File: src/core/adcs_map.svh
`ifndef ADCS_MAP_SVH
`define ADCS_MAP_SVH
// register offsets on the 3-bit address port
`define ADCS_OFF_SC1 3'h0
`define ADCS_OFF_SC2 3'h1
`define ADCS_OFF_CFG 3'h2
`define ADCS_OFF_CVH 3'h3
`define ADCS_OFF_CVL 3'h4
`define ADCS_OFF_RH 3'h5
`define ADCS_OFF_RL 3'h6
// field positions
`define ADCS_SC1_DONE 7
`define ADCS_SC1_IEN 6
`define ADCS_SC1_CONT 5
`define ADCS_SC2_ACT 7
`define ADCS_SC2_TRG 6
`define ADCS_SC2_CMPEN 5
`define ADCS_SC2_CMPGT 4
`define ADCS_CFG_LPC 7
`define ADCS_CFG_LSMP 4
// field encodings
`define ADCS_CH_OFF 5'h1f
`define ADCS_MODE_8 2'h0
`define ADCS_MODE_10 2'h2
`define ADCS_CLK_BUS 2'h0
`define ADCS_CLK_BUS2 2'h1
`define ADCS_CLK_ALT 2'h2
`define ADCS_CLK_ASYNC 2'h3
// reset values
`define ADCS_CH_RST 5'h1f
`define ADCS_CFG_RST 8'h00
`define ADCS_CV_RST 12'h000
`define ADCS_RES_RST 12'h000
// timing
`define ADCS_CLK_PERIOD_NS 50
`define ADCS_ASYNC_START_NS 5000
`define ADCS_ASYNC_START_CYC 7'(`ADCS_ASYNC_START_NS / `ADCS_CLK_PERIOD_NS)
`define ADCS_SMP_SHORT 5'd4
`define ADCS_SMP_LONG 5'd24
`define ADCS_XFER_CYC 7'd2
`define ADCS_BITS_8 4'd9
`define ADCS_BITS_HI 4'd12
`endif

File: src/core/adcs_pkg.sv
package adcs_pkg;
	typedef enum logic [2:0] {
		ST_IDLE,
		ST_START,
		ST_SAMPLE,
		ST_CONV,
		ST_XFER
	} adcs_state_e;

	typedef struct packed {
		adcs_state_e st;
		logic        done;
		logic        ien;
		logic        cont;
		logic [4:0]  ch;
		logic        trg;
		logic        cmpen;
		logic        cmpgt;
		logic [7:0]  cfg;
		logic [11:0] cv;
		logic [11:0] res;
		logic [7:0]  rdata;
		logic        hip;
		logic        first;
		logic        trig_prev;
		logic        half;
		logic [2:0]  div;
		logic [6:0]  cnt;
		logic [11:0] trial;
		logic [11:0] mask;
	} adcs_regs_s;
endpackage

File: src/core/adcs_sequencer.sv
`timescale 1ns/1ps
`include "adcs_map.svh"

module adcs_sequencer #(
	parameter int RES_W = 12
) (
	input  wire logic        CLK,
	input  wire logic        RESETN,
	input  wire logic [2:0]  ADDR,
	input  wire logic [7:0]  WDATA,
	input  wire logic        WR,
	input  wire logic        RD,
	output logic      [7:0]  RDATA,
	input  wire logic        STOP_MODE,
	input  wire logic        STOP2_MODE,
	input  wire logic        HW_TRIGGER,
	input  wire logic        ALT_TICK,
	input  wire logic        ASYNC_TICK,
	input  wire logic        COMP_IN,
	output logic             CONV_IRQ,
	output logic             ASYNC_CLK_EN,
	output logic             SAMPLE_EN,
	output logic             ACTIVE,
	output logic             LOW_POWER,
	output logic      [4:0]  CHANNEL,
	output logic      [11:0] DAC_CODE
);
	generate
		if (RES_W != 12) begin : g_chk
			$error("adcs_sequencer serves a 12-bit converter only");
		end
	endgenerate

	localparam adcs_pkg::adcs_regs_s RST = '{
		st:    adcs_pkg::ST_IDLE,
		ch:    `ADCS_CH_RST,
		cfg:   `ADCS_CFG_RST,
		cv:    `ADCS_CV_RST,
		res:   `ADCS_RES_RST,
		default: '0
	};

	adcs_pkg::adcs_regs_s q;
	adcs_pkg::adcs_regs_s d;

	logic [1:0]  csel;
	logic [1:0]  divsel;
	logic [1:0]  mode;
	logic        m8;
	logic        lsmp;
	logic        src_tick;
	logic [2:0]  divlim;
	logic        ctick;
	logic        trig_edge;
	logic [4:0]  need;
	logic [3:0]  nbits;
	logic [12:0] up8;
	logic [12:0] up10;
	logic [11:0] rnd;
	logic [11:0] cvv;
	logic [12:0] sum;
	logic        cmp_ok;
	logic [11:0] store;
	logic        blocked;
	logic        stop_abort;

	assign csel = q.cfg[1:0];
	assign divsel = q.cfg[6:5];
	assign mode = q.cfg[3:2];
	assign m8 = (mode == `ADCS_MODE_8);
	assign lsmp = q.cfg[`ADCS_CFG_LSMP];
	assign need = lsmp ? `ADCS_SMP_LONG : `ADCS_SMP_SHORT;
	assign nbits = m8 ? `ADCS_BITS_8 : `ADCS_BITS_HI;

	// all three synchronous sources stay selectable with low power set, but stop mode aborts conversions on them
	always_comb begin
		case (csel)
			`ADCS_CLK_BUS: src_tick = 1'b1;
			`ADCS_CLK_BUS2: src_tick = q.half;
			`ADCS_CLK_ALT: src_tick = ALT_TICK;
			default: src_tick = ASYNC_TICK;
		endcase
	end

	assign divlim = 3'((4'h1 << divsel) - 4'h1);
	assign ctick = src_tick && (q.div == divlim);
	assign trig_edge = HW_TRIGGER && !q.trig_prev;

	// rounding saturates so that full scale does not wrap to zero
	assign up8 = {4'h0, q.trial[8:0]} + 13'h1;
	assign up10 = {1'b0, q.trial} + 13'h2;
	always_comb begin
		if (m8) begin
			rnd = up8[9] ? 12'h0ff : {4'h0, up8[8:1]};
		end else if (mode == `ADCS_MODE_10) begin
			rnd = up10[12] ? 12'h3ff : {2'h0, up10[11:2]};
		end else begin
			rnd = q.trial;
		end
	end

	assign cvv = m8 ? {4'h0, q.cv[7:0]} : q.cv;
	// carry out of the sum means no borrow, i.e. result >= compare
	assign sum = {1'b0, rnd} + {1'b0, ~cvv} + 13'h1;
	assign cmp_ok = q.cmpgt ? sum[12] : !sum[12];
	assign store = q.cmpen ? sum[11:0] : rnd;
	assign blocked = q.hip && !m8;
	// with the async clock the converter keeps running in stop3
	assign stop_abort = STOP_MODE && (csel != `ADCS_CLK_ASYNC);

	function automatic adcs_pkg::adcs_regs_s go(
		input adcs_pkg::adcs_regs_s s,
		input logic                 fresh,
		input logic [1:0]           cs
	);
		// startup delay only ahead of the first conversion of a run
		if (fresh && cs == `ADCS_CLK_ASYNC) begin
			s.st = adcs_pkg::ST_START;
		end else begin
			s.st = adcs_pkg::ST_SAMPLE;
		end
		s.first = fresh;
		s.cnt = '0;
		s.div = '0;
		return s;
	endfunction

	always_comb begin
		d = q;
		d.half = ~q.half;
		d.trig_prev = HW_TRIGGER;
		d.rdata = 8'h00;
		if (RD) begin
			case (ADDR)
				`ADCS_OFF_SC1: d.rdata = {q.done, q.ien, q.cont, q.ch};
				`ADCS_OFF_SC2: d.rdata = {q.st != adcs_pkg::ST_IDLE, q.trg, q.cmpen, q.cmpgt, 4'h0};
				`ADCS_OFF_CFG: d.rdata = q.cfg;
				`ADCS_OFF_CVH: d.rdata = {4'h0, q.cv[11:8]};
				`ADCS_OFF_CVL: d.rdata = q.cv[7:0];
				`ADCS_OFF_RH: d.rdata = {4'h0, q.res[11:8]};
				`ADCS_OFF_RL: d.rdata = q.res[7:0];
				default: d.rdata = 8'h00;
			endcase
		end
		// outside 8-bit mode, a pending high-byte read guards the pair until the low byte is read
		if (RD && ADDR == `ADCS_OFF_RH && !m8) begin
			d.hip = 1'b1;
		end
		if (RD && ADDR == `ADCS_OFF_RL) begin
			d.hip = 1'b0;
			d.done = 1'b0;
		end
		if (WR && ADDR == `ADCS_OFF_SC1) begin
			d.done = 1'b0;
		end

		if (q.st == adcs_pkg::ST_IDLE) begin
			d.div = '0;
		end else if (src_tick) begin
			d.div = ctick ? 3'h0 : 3'(q.div + 3'h1);
		end

		case (q.st)
			adcs_pkg::ST_IDLE: begin
				// continuous runs only ever see the launching edge
				if (q.trg && trig_edge && q.ch != `ADCS_CH_OFF) begin
					d = go(d, 1'b1, csel);
				end
			end
			adcs_pkg::ST_START: begin
				d.cnt = 7'(q.cnt + 7'h1);
				if (q.cnt == `ADCS_ASYNC_START_CYC - 7'h1) begin
					d.st = adcs_pkg::ST_SAMPLE;
					d.cnt = '0;
					d.div = '0;
				end
			end
			adcs_pkg::ST_SAMPLE: begin
				// a slow bus clock stretches this phase; timing is exact only
				// while the bus clock keeps up with the converter clock
				if (ctick) begin
					d.cnt = 7'(q.cnt + 7'h1);
					if (q.cnt == {2'h0, need} - 7'h1) begin
						d.st = adcs_pkg::ST_CONV;
						d.cnt = '0;
						d.trial = 12'h001 << (nbits - 4'h1);
						d.mask = 12'h001 << (nbits - 4'h1);
					end
				end
			end
			adcs_pkg::ST_CONV: begin
				if (ctick) begin
					d.trial = COMP_IN ? q.trial : (q.trial & ~q.mask);
					d.mask = q.mask >> 1;
					if (q.mask[0]) begin
						d.st = adcs_pkg::ST_XFER;
						d.cnt = '0;
					end else begin
						d.trial = d.trial | (q.mask >> 1);
					end
				end
			end
			adcs_pkg::ST_XFER: begin
				// short bus-clock tail; total stays under 20/23 or 40/43
				// converter cycles plus 5 bus cycles, and 100 bus cycles more after an async startup
				d.cnt = 7'(q.cnt + 7'h1);
				if (q.cnt == `ADCS_XFER_CYC - 7'h1) begin
					d.st = adcs_pkg::ST_IDLE;
					d.first = 1'b0;
					if (blocked) begin
						// a blocked result is lost; the converter tries again unless a compare fails outside continuous mode
						if (!(q.cmpen && !cmp_ok && !q.cont)) begin
							d = go(d, 1'b0, csel);
						end
					end else if (q.cmpen && !cmp_ok) begin
						if (q.cont) begin
							d = go(d, 1'b0, csel);
						end
					end else begin
						d.res = store;
						d.done = 1'b1;
						// follow-on conversions skip the async startup but still pass through the bus-clock transfer tail
						if (q.cont) begin
							d = go(d, 1'b0, csel);
						end
					end
				end
			end
			default: d.st = adcs_pkg::ST_IDLE;
		endcase

		// outside reset and stop2, result registers are only loaded in the transfer step above
		if (stop_abort) begin
			d.st = adcs_pkg::ST_IDLE;
		end

		if (WR) begin
			case (ADDR)
				`ADCS_OFF_SC1: begin
					d.ien = WDATA[`ADCS_SC1_IEN];
					d.cont = WDATA[`ADCS_SC1_CONT];
					d.ch = WDATA[4:0];
					d.st = adcs_pkg::ST_IDLE;
					if (WDATA[4:0] != `ADCS_CH_OFF && !q.trg) begin
						d = go(d, 1'b1, csel);
					end
				end
				`ADCS_OFF_SC2: begin
					d.trg = WDATA[`ADCS_SC2_TRG];
					d.cmpen = WDATA[`ADCS_SC2_CMPEN];
					d.cmpgt = WDATA[`ADCS_SC2_CMPGT];
					d.st = adcs_pkg::ST_IDLE;
				end
				`ADCS_OFF_CFG: begin
					d.cfg = WDATA;
					d.st = adcs_pkg::ST_IDLE;
				end
				`ADCS_OFF_CVH: begin
					d.cv[11:8] = WDATA[3:0];
					d.st = adcs_pkg::ST_IDLE;
				end
				`ADCS_OFF_CVL: begin
					d.cv[7:0] = WDATA;
					d.st = adcs_pkg::ST_IDLE;
				end
				default: begin
				end
			endcase
		end
	end

	// stop2 wipes everything just as a reset does
	always_ff @(posedge CLK) begin
		if (!RESETN || STOP2_MODE) begin
			q <= RST;
		end else begin
			q <= d;
		end
	end

	assign RDATA = q.rdata;
	assign CONV_IRQ = q.done && q.ien;
	// generator runs only while a conversion is pending
	assign ASYNC_CLK_EN = (q.st != adcs_pkg::ST_IDLE) && (csel == `ADCS_CLK_ASYNC);
	assign SAMPLE_EN = (q.st == adcs_pkg::ST_SAMPLE);
	assign ACTIVE = (q.st != adcs_pkg::ST_IDLE);
	assign LOW_POWER = q.cfg[`ADCS_CFG_LPC];
	assign CHANNEL = q.ch;
	assign DAC_CODE = q.trial;

	logic [5:0] h_smp;
	always_ff @(posedge CLK) begin
		// a restart from within sampling begins a fresh count
		if (!RESETN || !SAMPLE_EN || (WR && ADDR == `ADCS_OFF_SC1)) begin
			h_smp <= 6'h00;
		end else if (ctick) begin
			h_smp <= 6'(h_smp + 6'h01);
		end
	end
endmodule // adcs_sequencer

File: config.mk
export PLATFORM = sky130hd
export DESIGN_NAME = adcs_sequencer
export DESIGN_NICKNAME = d
export VERILOG_FILES = /design/src/core/adcs_pkg.sv /design/src/core/adcs_sequencer.sv
export VERILOG_INCLUDE_DIRS = /design/src /design/src/core
export SDC_FILE = /design/constraint.sdc
export NUM_CORES = 1
export LEC_CHECK = 0
export BUFFER_PORTS_ARGS = -buffer_cell sky130_fd_sc_hd__buf_2
export CAP_MARGIN = 20
export CORE_UTILIZATION = 40
export DETAILED_ROUTE_END_ITERATION = 10
export PLACE_DENSITY = 0.59
export SKIP_CTS_REPAIR_TIMING = 1
export SLEW_MARGIN = 20
export SYNTH_ARGS = -nofsm -noshare
export SYNTH_HDL_FRONTEND = slang
export SYNTH_SLANG_ARGS = --single-unit
File: constraint.sdc
create_clock -name CLK -period 5.2 [get_ports CLK]
set_clock_uncertainty 0.2 [all_clocks]
set_input_delay 1.04 -clock CLK [delete_from_list [all_inputs] [get_ports CLK]]
set_output_delay 1.04 -clock CLK [all_outputs]
set_load 0.02 [all_outputs]
# [Yosys cells after proc, flatten, opt, wreduce, memory -nomap -nowiden]
# Cells that the tools add are included.
[classes] add_sub_neg=9 eq_ne=21 n_shift=2 n_mux=54 bitwise=5 n_reduce_logical=29
[ops] op="$mux W92" count=6
[ops] op="$mux W91" count=3
[ops] op="$pmux W55 S2" count=1
[ops] op="$pmux W24 S4" count=1
[ops] op="$mux W31" count=3
[ops] op="$mux W12" count=6
[ops] op="$mux W58" count=1
[ops] op="$pmux W8 S7" count=1
[ops] op="$pmux W7 S5" count=1
[ops] op="$pmux W8 S2" count=2
[ops] op="$mux W3" count=10
[ops] op="$mux W8" count=3
[ops] op="$not A12 Y12" count=2
[ops] op="$mux W10" count=2
[ops] op="$logic_and A1 B1 Y1" count=15
[ops] op="$pmux W3 S5" count=1
[ops] op="$add A12 B12 Y13" count=1
[ops] op="$add A12 B2 Y13 const B" count=1
[ops] op="$add A13 B1 Y13 const B" count=1
[ops] op="$and A12 B12 Y12" count=1
[ops] op="$eq A3 B2 Y1 const B" count=4
[ops] op="$eq A3 B3 Y1 const B" count=4
[ops] op="$or A12 B11 Y12" count=1
[ops] op="$pmux W3 S2" count=2
[ops] op="other kinds (31)" count=47
[totals] ff_bits=92 input_bits=21 out_inout_bits=30 wordCells=140

# [Depth between registers and ports, before layout]
# Gate-level depths: netlist of run 1.
[logic_depth] ltp_word=18 depth_mapped=16 depth_no_buf=15

# [Worst setup path before layout of run 1]
# No wires, ideal clock.
[synth_path] kind="register -> register" from="register q (netlist bit DAC_CODE[5])" to="register q[26] (netlist bit)" setup_ps=117 arrival_ps=3560 t_required_ps=4883 slack_ps=1323 path_stages_with_launch=16 path_buffers=2 synth_period_minus_slack_ps=3877 path_cell_list="dfxtp_1 clkbuf_1 and4_1 clkbuf_1 nand2_1 o31ai_1 a211oi_1 ha_1 fa_1 nor2b_1 o31ai_2 a21bo_2 and4_4 or2_1 or4_1 a32o_1"
[synth_via] elab_chain_len=18 word_cells_on_any_way=21 classes_between="add/sub (4); mux (13); reduce/logical (4)"
[synth_lines] item="from (decl)" line="adcs_sequencer.sv:43" rtl="adcs_pkg::adcs_regs_s q;"
[synth_lines] item="from (signal assigned)" line="adcs_sequencer.sv:275" rtl="q <= RST;"
[synth_lines] item="from (signal assigned)" line="adcs_sequencer.sv:277" rtl="q <= d;"
[synth_lines] item="$add A12 B2 Y13" line="adcs_sequencer.sv:91" rtl="assign up10 = {1'b0, q.trial} + 13'h2;"
[synth_lines] item="$mux W10" line="adcs_sequencer.sv:96" rtl="rnd = up10[12] ? 12'h3ff : {2'h0, up10[11:2]};"
[synth_lines] item="$mux W12" line="adcs_sequencer.sv:95" rtl="end else if (mode == `ADCS_MODE_10) begin"
[synth_lines] item="$mux W12 *" line="adcs_sequencer.sv:93" rtl="if (m8) begin"
[synth_lines] item="$add A12 B12 Y13 *" line="adcs_sequencer.sv:104" rtl="assign sum = {1'b0, rnd} + {1'b0, ~cvv} + 13'h1;"
[synth_lines] item="$add A13 B1 Y13 *" line="adcs_sequencer.sv:104"
[synth_lines] item="$logic_not A1 Y1" line="adcs_sequencer.sv:105" rtl="assign cmp_ok = q.cmpgt ? sum[12] : !sum[12];"
[synth_lines] item="$mux W1 *" line="adcs_sequencer.sv:105"
[synth_lines] item="(+2 left out)"
[synth_lines] item="$logic_and A1 B1 Y1" line="adcs_sequencer.sv:212" rtl="if (!(q.cmpen && !cmp_ok && !q.cont)) begin"
[synth_lines] item="$mux W91" line="adcs_sequencer.sv:212"
[synth_lines] item="$mux W92 *" line="adcs_sequencer.sv:210" rtl="if (blocked) begin"
[synth_lines] item="$mux W92 *" line="adcs_sequencer.sv:207" rtl="if (q.cnt == `ADCS_XFER_CYC - 7'h1) begin"
[synth_lines] item="$pmux W7 S5 *" line="adcs_sequencer.sv:163" rtl="case (q.st)"
[synth_lines] item="$mux W92" line="adcs_sequencer.sv:244" rtl="if (WDATA[4:0] != `ADCS_CH_OFF && !q.trg) begin"
[synth_lines] item="$mux W58" line="adcs_sequencer.sv:238" rtl="case (ADDR)"
[synth_lines] item="$mux W92 *" line="adcs_sequencer.sv:237" rtl="if (WR) begin"
# Mark *: on every way between the ends. The rest lies on a longest branch, timed or not.
# A chain may end at the register's enable or synchronous reset.

# [Worst setup path in the final report of run 1]
[layout_path] from="register q (netlist bit DAC_CODE[3])" to="register q[25] (netlist bit)"
# The elaborated chain is that of the path after synthesis.

==> metrics.md, run 1 <==
| Metric | Value |
|---|---|
| Outcome | finished clean |
| Synth Flop Type | dfxtp_1 |
| IO Count | 51 |
| Max Slew Vio Count | 0 |
| Power Dens Cells | 236 nW/um2 |
| Period utilization | 0.835 |
| Placer Congestion | 0.911 |
| Slew HR | 0.351 |
| P_leak | 2.30 nW |
| Worst VDD drop | 0.000150 V |
| Core Region | 13900 um2 |
| Mapped Cells | 725 |
| Hold violation total from the final report | 0 |
| Final min period | 4.34 ns |
| Post-Syn Nets | 765 |
| FP Rows | 43 |
| Share of cells above drive strength 1 | 0.120 |
| GRT overflow | 0 |
| Avg Cell Area, Syn | 7.84 um2 |
| Required @ worst endpoint | 5.24 ns |
| Count of cell types in the netlist | 72 |
| Post-DRT Antenna Nets | 0 |
| Cell Area, Synth | 5690 um2 |
| DRC | 0 |
| Port bufs | 50 |
| Max Freq | 230 MHz |
| Via/cell ratio | 5.79 |
| N_diodes | 0 |
| H-tree depth | 3 |
| Number of enable flip-flop cells after synthesis | 0 |
| Chip Width | 121 um |
| DRT iter0 DRCs | 455 |
| Initial antenna violation count | 0 |
| CP Capture Type | flop |
| Layout area overhead | 7.79% |
| WP data arrival | 4.38 ns |
| First-pass DRT Iterations | 5 |
| Synthesis warning total | 0 |
| Post-synthesis sequential area ratio | 0.320 |
| Num CTS Buffers | 9 |
| Worst-Margin Slew | 0.971 ns |
| Net count reported at finish | 763 |
| Slowest cell on the critical path | dfxtp_1 |
| Count of final setup violators | 0 |
| Crit Path Category | reg -> reg |
| Async set-reset flop share out of synthesis | 0 |
| Clock sink count | 91 |
| #FFs+latches synth | 91 |
| Vias in the first global route | 4805 |
| CTS tree | yes |
| Starting Density | 0.410 |
| CTS max path bufs | 2 |
| Largest stage delay, worst path | 0.59 ns |
| WL/cell | 17.7 um |
| DP Wirelength | 11900 um |
| WL final | 16000 um |
| RSZ-0062 raised after global routing | false |
| Reg clk slew, reported paths | 0.07 ns |
| First-pass GRT wire length | 25500 um |
| Critical Path, Cell by Cell | and4_1, nand2_1, o21a_1, a221oi_1, ha_1, o21ai_2, nor4_1, a21bo_2, and4_4, or2_1, or4_1, a32o_1 |
| Largest net degree at the start of global routing | 62 |
| Final TNS setup | 0 ns |
| Vias | 5261 |
| Hold Crit Class | reg -> reg |
| GR Util All Layers | 0.223 |
| Worst hold slack | 0.215 ns |
| Startpoint types | flop |
| Die height | 121 um |
| Max_cap viols | 0 |
| Worst-skew pair later-pin latency | 0.35 ns |
| Clk root buf | clkbuf_16 |
| Full die area | 14700 um2 |
| Worst-path maximum fanout | 13 |
## metal layers
layer	track usage	vias up	part of all wire
li1	-	2576	-
met1	0.302	2480	0.46
met2	0.350	175	0.46
met3	0.0357	30	0.054
met4	0.0941	0	0.027
met5	0	-	0
## stage by stage
stage	power, mW	instance area, um2	cells	utilization	setup WS [ns]
floorplan	0.788	5690	725	-	1.32
global placement	0.818	5840	892	0.421	1.08
detailed placement	0.819	5840	892	0.421	0.941
CTS	1.45	6130	908	0.442	0.919
global route	1.49	6130	908	0.442	0.516
finish	1.45	6130	908	0.442	0.859
## worst max-delay path: cells and delay by family (launching register included)
kind	cells	cell delay, ns
AO/OA/AOI/OAI	5	1.37
adder cells (fa/ha/maj)	1	0.32
flip-flops	1	0.59
AND/OR/NAND/NOR	6	1.75
## synth_stat cells (5+ instances only)
master    count  area share
or3_1         7      0.0077
a31oi_1       5      0.0055
nor2_1      101       0.067
dfxtp_1      91        0.32
a211oi_1     11       0.015
o211ai_1      6      0.0079
o21ai_0      22       0.019
nand2b_1      8      0.0088
ha_1         18       0.040
xor2_1        7       0.011
a21o_1        8       0.011
and2_1        9      0.0099
inv_1        18       0.012
nand2_1      81       0.053
nor2b_1      11       0.012
mux2i_1      40       0.070
xnor2_1      10       0.015
a32oi_1       8       0.012
o21a_1        5      0.0066
a21oi_1      35       0.031
and3_1        8      0.0088
buf_4        25       0.033
nor4_1        5      0.0055
nor3b_1       6      0.0079
a22oi_1      19       0.025
nand3_1      31       0.027
clkbuf_1     34       0.022
nor3_1       10      0.0088
## cell usage in the layout (no fill, tap or decap), types with 6 or more instances in the layout
cell	instances
o21ai_0	22
or3_1	7
buf_2	50
dfxtp_1	91
ha_1	18
a22oi_1	19
nor3b_1	6
xnor2_1	10
mux2i_1	40
nor3_1	10
and2_1	9
nand2_1	81
a21o_1	8
a211oi_1	11
nand3_1	31
o211ai_1	6
xor2_1	7
a21oi_1	35
inv_1	18
nor2_1	101
and3_1	8
nor2b_1	11
clkbuf_16	9
a32oi_1	8
nand2b_1	7
## power breakdown
group          leakage, nW  total [mW]  internal [mW]  switching (mW)
Combinational         1.43       0.101         0.0353          0.0656
Sequential           0.734       0.703          0.700         0.00349
Clock                0.142       0.644          0.343           0.300
## path summary, 6_finish.rpt
kind / depth (start not counted) / from / slack [ns] / to
worst min-delay path: 1 / q[34] / 0.21 / q[34]
worst max register to register: 12 / DAC_CODE[3] / 0.86 / q[25]
worst min register to register: 1 / q[34] / 0.21 / q[34]
worst max-delay path: 12 / DAC_CODE[3] / 0.86 / q[25]
## registers in the layout (all words and copies together), names as in the netlist, 2 cells and up
register and cells:
q 58, divsel 2, DAC_CODE 12, csel 2, RDATA 8, mode 2, CHANNEL 5
## logic make-up (layout without fill, tap and decap cells)
| kind of cell | after synthesis | after routing | synth area share |
|---|---|---|---|
| AOI/OAI and AO/OA | 172 | 172 | 0.215 |
| xor gates and xnor gates | 17 | 17 | 0.0262 |
| adders and majority gates | 19 | 19 | 0.0431 |
| buffers and inverters | 85 | 88 | 0.0733 |
| DFF | 91 | 91 | 0.320 |
| muxes | 42 | 42 | 0.0744 |
| and+or+nand+nor | 299 | 299 | 0.248 |
## cell type report
| type | instances | area (um2) |
|---|---|---|
| clock inverters | 6 | 48.8 |
| multi-input cells | 549 | 3450 |
| clock buffers | 10 | 239 |
| inverters | 19 | 71.3 |
| repair buffers | 53 | 273 |
| well taps | 180 | 225 |
| flip-flops and latches | 91 | 1820 |
| fillers | 1437 | 7750 |
(Power assumes the default switching activity.)
==> inputs of run 2 (changes only) <==
--- a/config.mk
+++ b/config.mk
@@ -10,7 +10,7 @@
 export CAP_MARGIN = 20
 export CORE_UTILIZATION = 40
 export DETAILED_ROUTE_END_ITERATION = 10
-export PLACE_DENSITY = 0.59
+export PLACE_DENSITY = 0.62
 export SKIP_CTS_REPAIR_TIMING = 1
 export SLEW_MARGIN = 20
 export SYNTH_ARGS = -nofsm -noshare
==> constraint.sdc (replaced) <==
create_clock -name CLK -period 3.65 [get_ports CLK]
set_clock_uncertainty 0.2 [all_clocks]
set_input_delay 0.73 -clock CLK [delete_from_list [all_inputs] [get_ports CLK]]
set_output_delay 0.73 -clock CLK [all_outputs]
set_load 0.02 [all_outputs]
==> metrics.md, run 2 (same netlist as run 1, synthesis figures left out) <==
| Metric | Value |
|---|---|
| Reg clk slew, reported paths | 0.07 ns |
| Area of placed instances | 6310 um2 |
| First-pass DRT Iterations | 5 |
| Startpoint types | flop |
| Vias | 5505 |
| Outcome | finished clean |
| Most Used Layer, Global Route | met2 |
| Max_cap viols | 0 |
| Starting Density | 0.410 |
| Placer Congestion | 0.903 |
| P_leak | 2.70 nW |
| Vias in the first global route | 5162 |
| Share of cells above drive strength 1 | 0.259 |
| Commonest non-fill, non-tap cell in the layout | nor2_1 |
| GR Util All Layers | 0.232 |
| N_diodes | 0 |
| Worst hold slack | 0.211 ns |
| Fin area | 7000 um2 |
| Max Slew Vio Count | 0 |
| Final min period | 3.61 ns |
| Via/cell ratio | 5.65 |
| Largest net degree at the start of global routing | 40 |
| CTS tree | yes |
| DRC | 0 |
| Chip Width | 121 um |
| Dpl cells | 948 |
| Worst-skew pair later-pin latency | 0.36 ns |
| Reg2Reg Depth | 13 |
| Clk root buf | clkbuf_16 |
| Port bufs | 50 |
| Num CTS Buffers | 9 |
| Full die area | 14700 um2 |
| GRT overflow | 0 |
| Worst-Margin Slew | 0.743 ns |
| H-tree depth | 3 |
| Max Freq | 277 MHz |
| Max reg flops | 58 |
| DP Wirelength | 12500 um |
| Hold Path Cell Cnt | 1 |
| DRT iter0 DRCs | 408 |
| Clock sink count | 91 |
| WP data arrival | 3.65 ns |
| GRT met2 Usage | 0.378 |
| RSZ-0062 raised after global routing | true |
| CTS max path bufs | 2 |
| IO Count | 51 |
| Final WS setup | 0.0377 ns |
| Net count reported at finish | 829 |
| Die height | 121 um |
| GRT met1 Usage | 0.301 |
| Hold Crit Class | reg -> reg |
| Crit Path Category | reg -> reg |
| Largest register by flop count | q |
| WL/cell | 17.3 um |
| Post-DRT Antenna Nets | 0 |
| Final TNS setup | 0 ns |
| CP Capture Type | flop |
| First-pass GRT wire length | 26400 um |
| FP Rows | 43 |
| Period utilization | 0.990 |
| Hold violation total from the final report | 0 |
| Required @ worst endpoint | 3.69 ns |
| Worst VDD drop | 0.000425 V |
| Met3 usage | 0.0526 |
| Worst-path maximum fanout | 4 |
| WL final | 16800 um |
| Non-filler cells, final | 974 |
| Initial antenna violation count | 0 |
| Core Region | 13900 um2 |
| Count of final setup violators | 0 |
| Slew HR | 0.504 |
| Commonest cells after routing, fill and taps aside | nor2_1, dfxtp_1, nand2_1, buf_4, buf_2 |
| Layout area overhead | 23.0% |
| Power Dens Cells | 306 nW/um2 |
| Pre-CTS WS | -0.238 ns |
-- run 2: final timing paths --
kind	slack [ns]	from	end
setup / recovery	0.04	DAC_CODE[1]	q[25]
hold / removal	0.21	q[34]	q[34]
setup reg to reg	0.04	DAC_CODE[1]	q[25]
hold reg to reg	0.21	q[34]	q[34]
-- run 2: metrics by stage --
step / utilization / power [mW]
finish: 0.504 / 2.14
global route: 0.504 / 2.21
CTS: 0.477 / 2.15
detailed placement: 0.455 / 1.18
global placement: 0.455 / 1.18
floorplan: - / 1.12
-- run 2: cell type report --
cell class,count,area [um2]
well taps,180,225
flip-flops and latches,91,1840
clock inverters,7,85.1
repair buffers,119,788
fillers,1332,6890
inverters,19,71.3
clock buffers,9,225
multi-input cells,549,3760
-- run 2: routing by layer --
layer  share of wire  up-vias
met2            0.48      152
li1                -     2715
met5               0        -
met4           0.024        0
met3           0.054       29
met1            0.45     2609
-- run 2: critical path, stage by stage, from the launching register on --
cell and delay, ns:
dfxtp_2 0.33, ha_2 0.20, and2_4 0.17, or3_4 0.34, o311ai_4 0.23, a21oi_2 0.08, ha_4 0.28, nand2_1 0.07
nor4_2 0.19, a21bo_2 0.27, and4_4 0.20, or2_1 0.22, or4_4 0.43, a32o_1 0.28
-- run 2: power breakdown --
| part | switching (mW) | internal [mW] |
|---|---|---|
| clock | 0.432 | 0.544 |
| sequential | 0.00410 | 0.994 |
| combinational | 0.0995 | 0.0670 |
==> inputs of run 3 (changes only) <==
--- a/config.mk
+++ b/config.mk
@@ -6,11 +6,11 @@
 export SDC_FILE = /design/constraint.sdc
 export NUM_CORES = 1
 export LEC_CHECK = 0
-export BUFFER_PORTS_ARGS = -buffer_cell sky130_fd_sc_hd__buf_2
 export CAP_MARGIN = 20
 export CORE_UTILIZATION = 40
 export DETAILED_ROUTE_END_ITERATION = 10
-export PLACE_DENSITY = 0.62
+export DONT_BUFFER_PORTS = 1
+export PLACE_DENSITY = 0.56
 export SKIP_CTS_REPAIR_TIMING = 1
 export SLEW_MARGIN = 20
 export SYNTH_ARGS = -nofsm -noshare
==> constraint.sdc (replaced) <==
create_clock -name CLK -period 4 [get_ports CLK]
set_clock_uncertainty 0.2 [all_clocks]
set_input_delay 0.8 -clock CLK [delete_from_list [all_inputs] [get_ports CLK]]
set_output_delay 0.8 -clock CLK [all_outputs]
set_load 0.02 [all_outputs]
==> metrics.md, run 3 (same netlist as run 1, synthesis figures left out) <==
| Metric | Value |
|---|---|
| Core Region | 13900 um2 |
| Largest net degree at the start of global routing | 41 |
| Largest register by flop count | q |
| CTS tree | yes |
| Outcome | finished clean |
| GR Util All Layers | 0.230 |
| Via/cell ratio | 5.93 |
| Vias | 5284 |
| Share of cells above drive strength 1 | 0.124 |
| Hold violation total from the final report | 0 |
| CTS max path bufs | 2 |
| GRT overflow | 0 |
| Total chip power | 1.83 mW |
| Commonest cells after routing, fill and taps aside | nor2_1, dfxtp_1, nand2_1, mux2i_1, a21oi_1 |
| Clock sink count | 91 |
| FP Rows | 43 |
| IO Count | 51 |
| Slew HR | 0.365 |
| Initial antenna violation count | 0 |
| Crit Path Category | reg -> reg |
| DRC | 0 |
| Reg clk slew, reported paths | 0.07 ns |
| Fillers | 1440 |
| Vias in the first global route | 4902 |
| DRT iter0 DRCs | 358 |
| CP Capture Type | flop |
| First-pass DRT Iterations | 5 |
| Max Slew Vio Count | 0 |
| Required @ worst endpoint | 4.04 ns |
| Startpoint types | flop |
| Non-filler cells, final | 891 |
| P_leak | 2.24 nW |
| Placer Congestion | 0.934 |
| Worst hold slack | 0.225 ns |
| Port bufs | 0 |
| Num CTS Buffers | 9 |
| Max reg flops | 58 |
| Post-DRT Antenna Nets | 0 |
| WL/cell | 18.7 um |
| Max Freq | 257 MHz |
| Full die area | 14700 um2 |
| WP data arrival | 3.92 ns |
| Die height | 121 um |
| Worst-path maximum fanout | 5 |
| First-pass GRT wire length | 26200 um |
| Clk root buf | clkbuf_16 |
| Chip Width | 121 um |
| Dpl cells | 875 |
| Worst-skew pair later-pin latency | 0.35 ns |
| Hold Crit Class | reg -> reg |
| Starting Density | 0.410 |
| N_diodes | 0 |
| DP Wirelength | 12100 um |
| WL final | 16600 um |
| Power Dens Cells | 295 nW/um2 |
| H-tree depth | 3 |
| Layout area overhead | 9.26% |
| Register-to-Register Setup Slack | 0.11 ns |
| Max_cap viols | 0 |
| Period utilization | 0.972 |
| Net count reported at finish | 747 |
| Final min period | 3.89 ns |
| Commonest non-fill, non-tap cell in the layout | nor2_1 |
| Worst VDD drop | 0.000152 V |
| Worst-Margin Slew | 0.950 ns |
| Count of final setup violators | 0 |
run 3: path summary, 6_finish.rpt:
check	from	endpoint	cells past startpoint
setup / recovery	DAC_CODE[5]	q[25]	12
hold / removal	q[34]	q[34]	1
setup reg to reg	DAC_CODE[5]	q[25]	12
hold reg to reg	q[34]	q[34]	1
run 3: worst max-delay path, cell delays in order, from the launching register on:
cell and delay (ns):
dfxtp_1 0.39, nand4_1 0.26, nor4_1 0.46, a211oi_2 0.11
ha_1 0.23, fa_1 0.40, nor2b_2 0.19, o31ai_2 0.09
a21bo_2 0.25, and4_4 0.20, or2_1 0.24, or4_4 0.50
a32o_1 0.26
run 3: metrics by stage:
step / setup TNS, ns / utilization / instance area (um2) / setup WS [ns]
global placement: 0 / 0.421 / 5840 / 0.162
CTS: 0 / 0.440 / 6110 / 0.102
detailed placement: 0 / 0.421 / 5840 / 0.130
global route: -0.135 / 0.448 / 6210 / -0.0687
floorplan: 0 / - / 5690 / 0.123
finish: 0 / 0.448 / 6210 / 0.111
run 3: layout make-up:
cell class / count / area (um2) / share of cell area
timing repair buffer: 37 / 289 / 0.0465
sequential: 91 / 1830 / 0.294
clock inverter: 4 / 36.3 / 0.00584
tap: 180 / 225 / 0.0362
clock buffer: 11 / 233 / 0.0375
inverter: 19 / 75.1 / 0.0121
multi-input combinational: 549 / 3530 / 0.568
run 3: per-layer routing:
layer	up-vias	global-route usage	part of all wire	routed length, um
li1	2558	-	-	-
met5	-	0	0	0
met2	143	0.362	0.46	7730
met1	2551	0.310	0.46	7680
met3	32	0.0395	0.049	817
met4	0	0.0903	0.024	396
run 3: where the power goes:
part           internal [mW]  switching [mW]
Clock                  0.427           0.384
Combinational         0.0418          0.0610
Sequential             0.910         0.00600
Total                   1.38           0.451
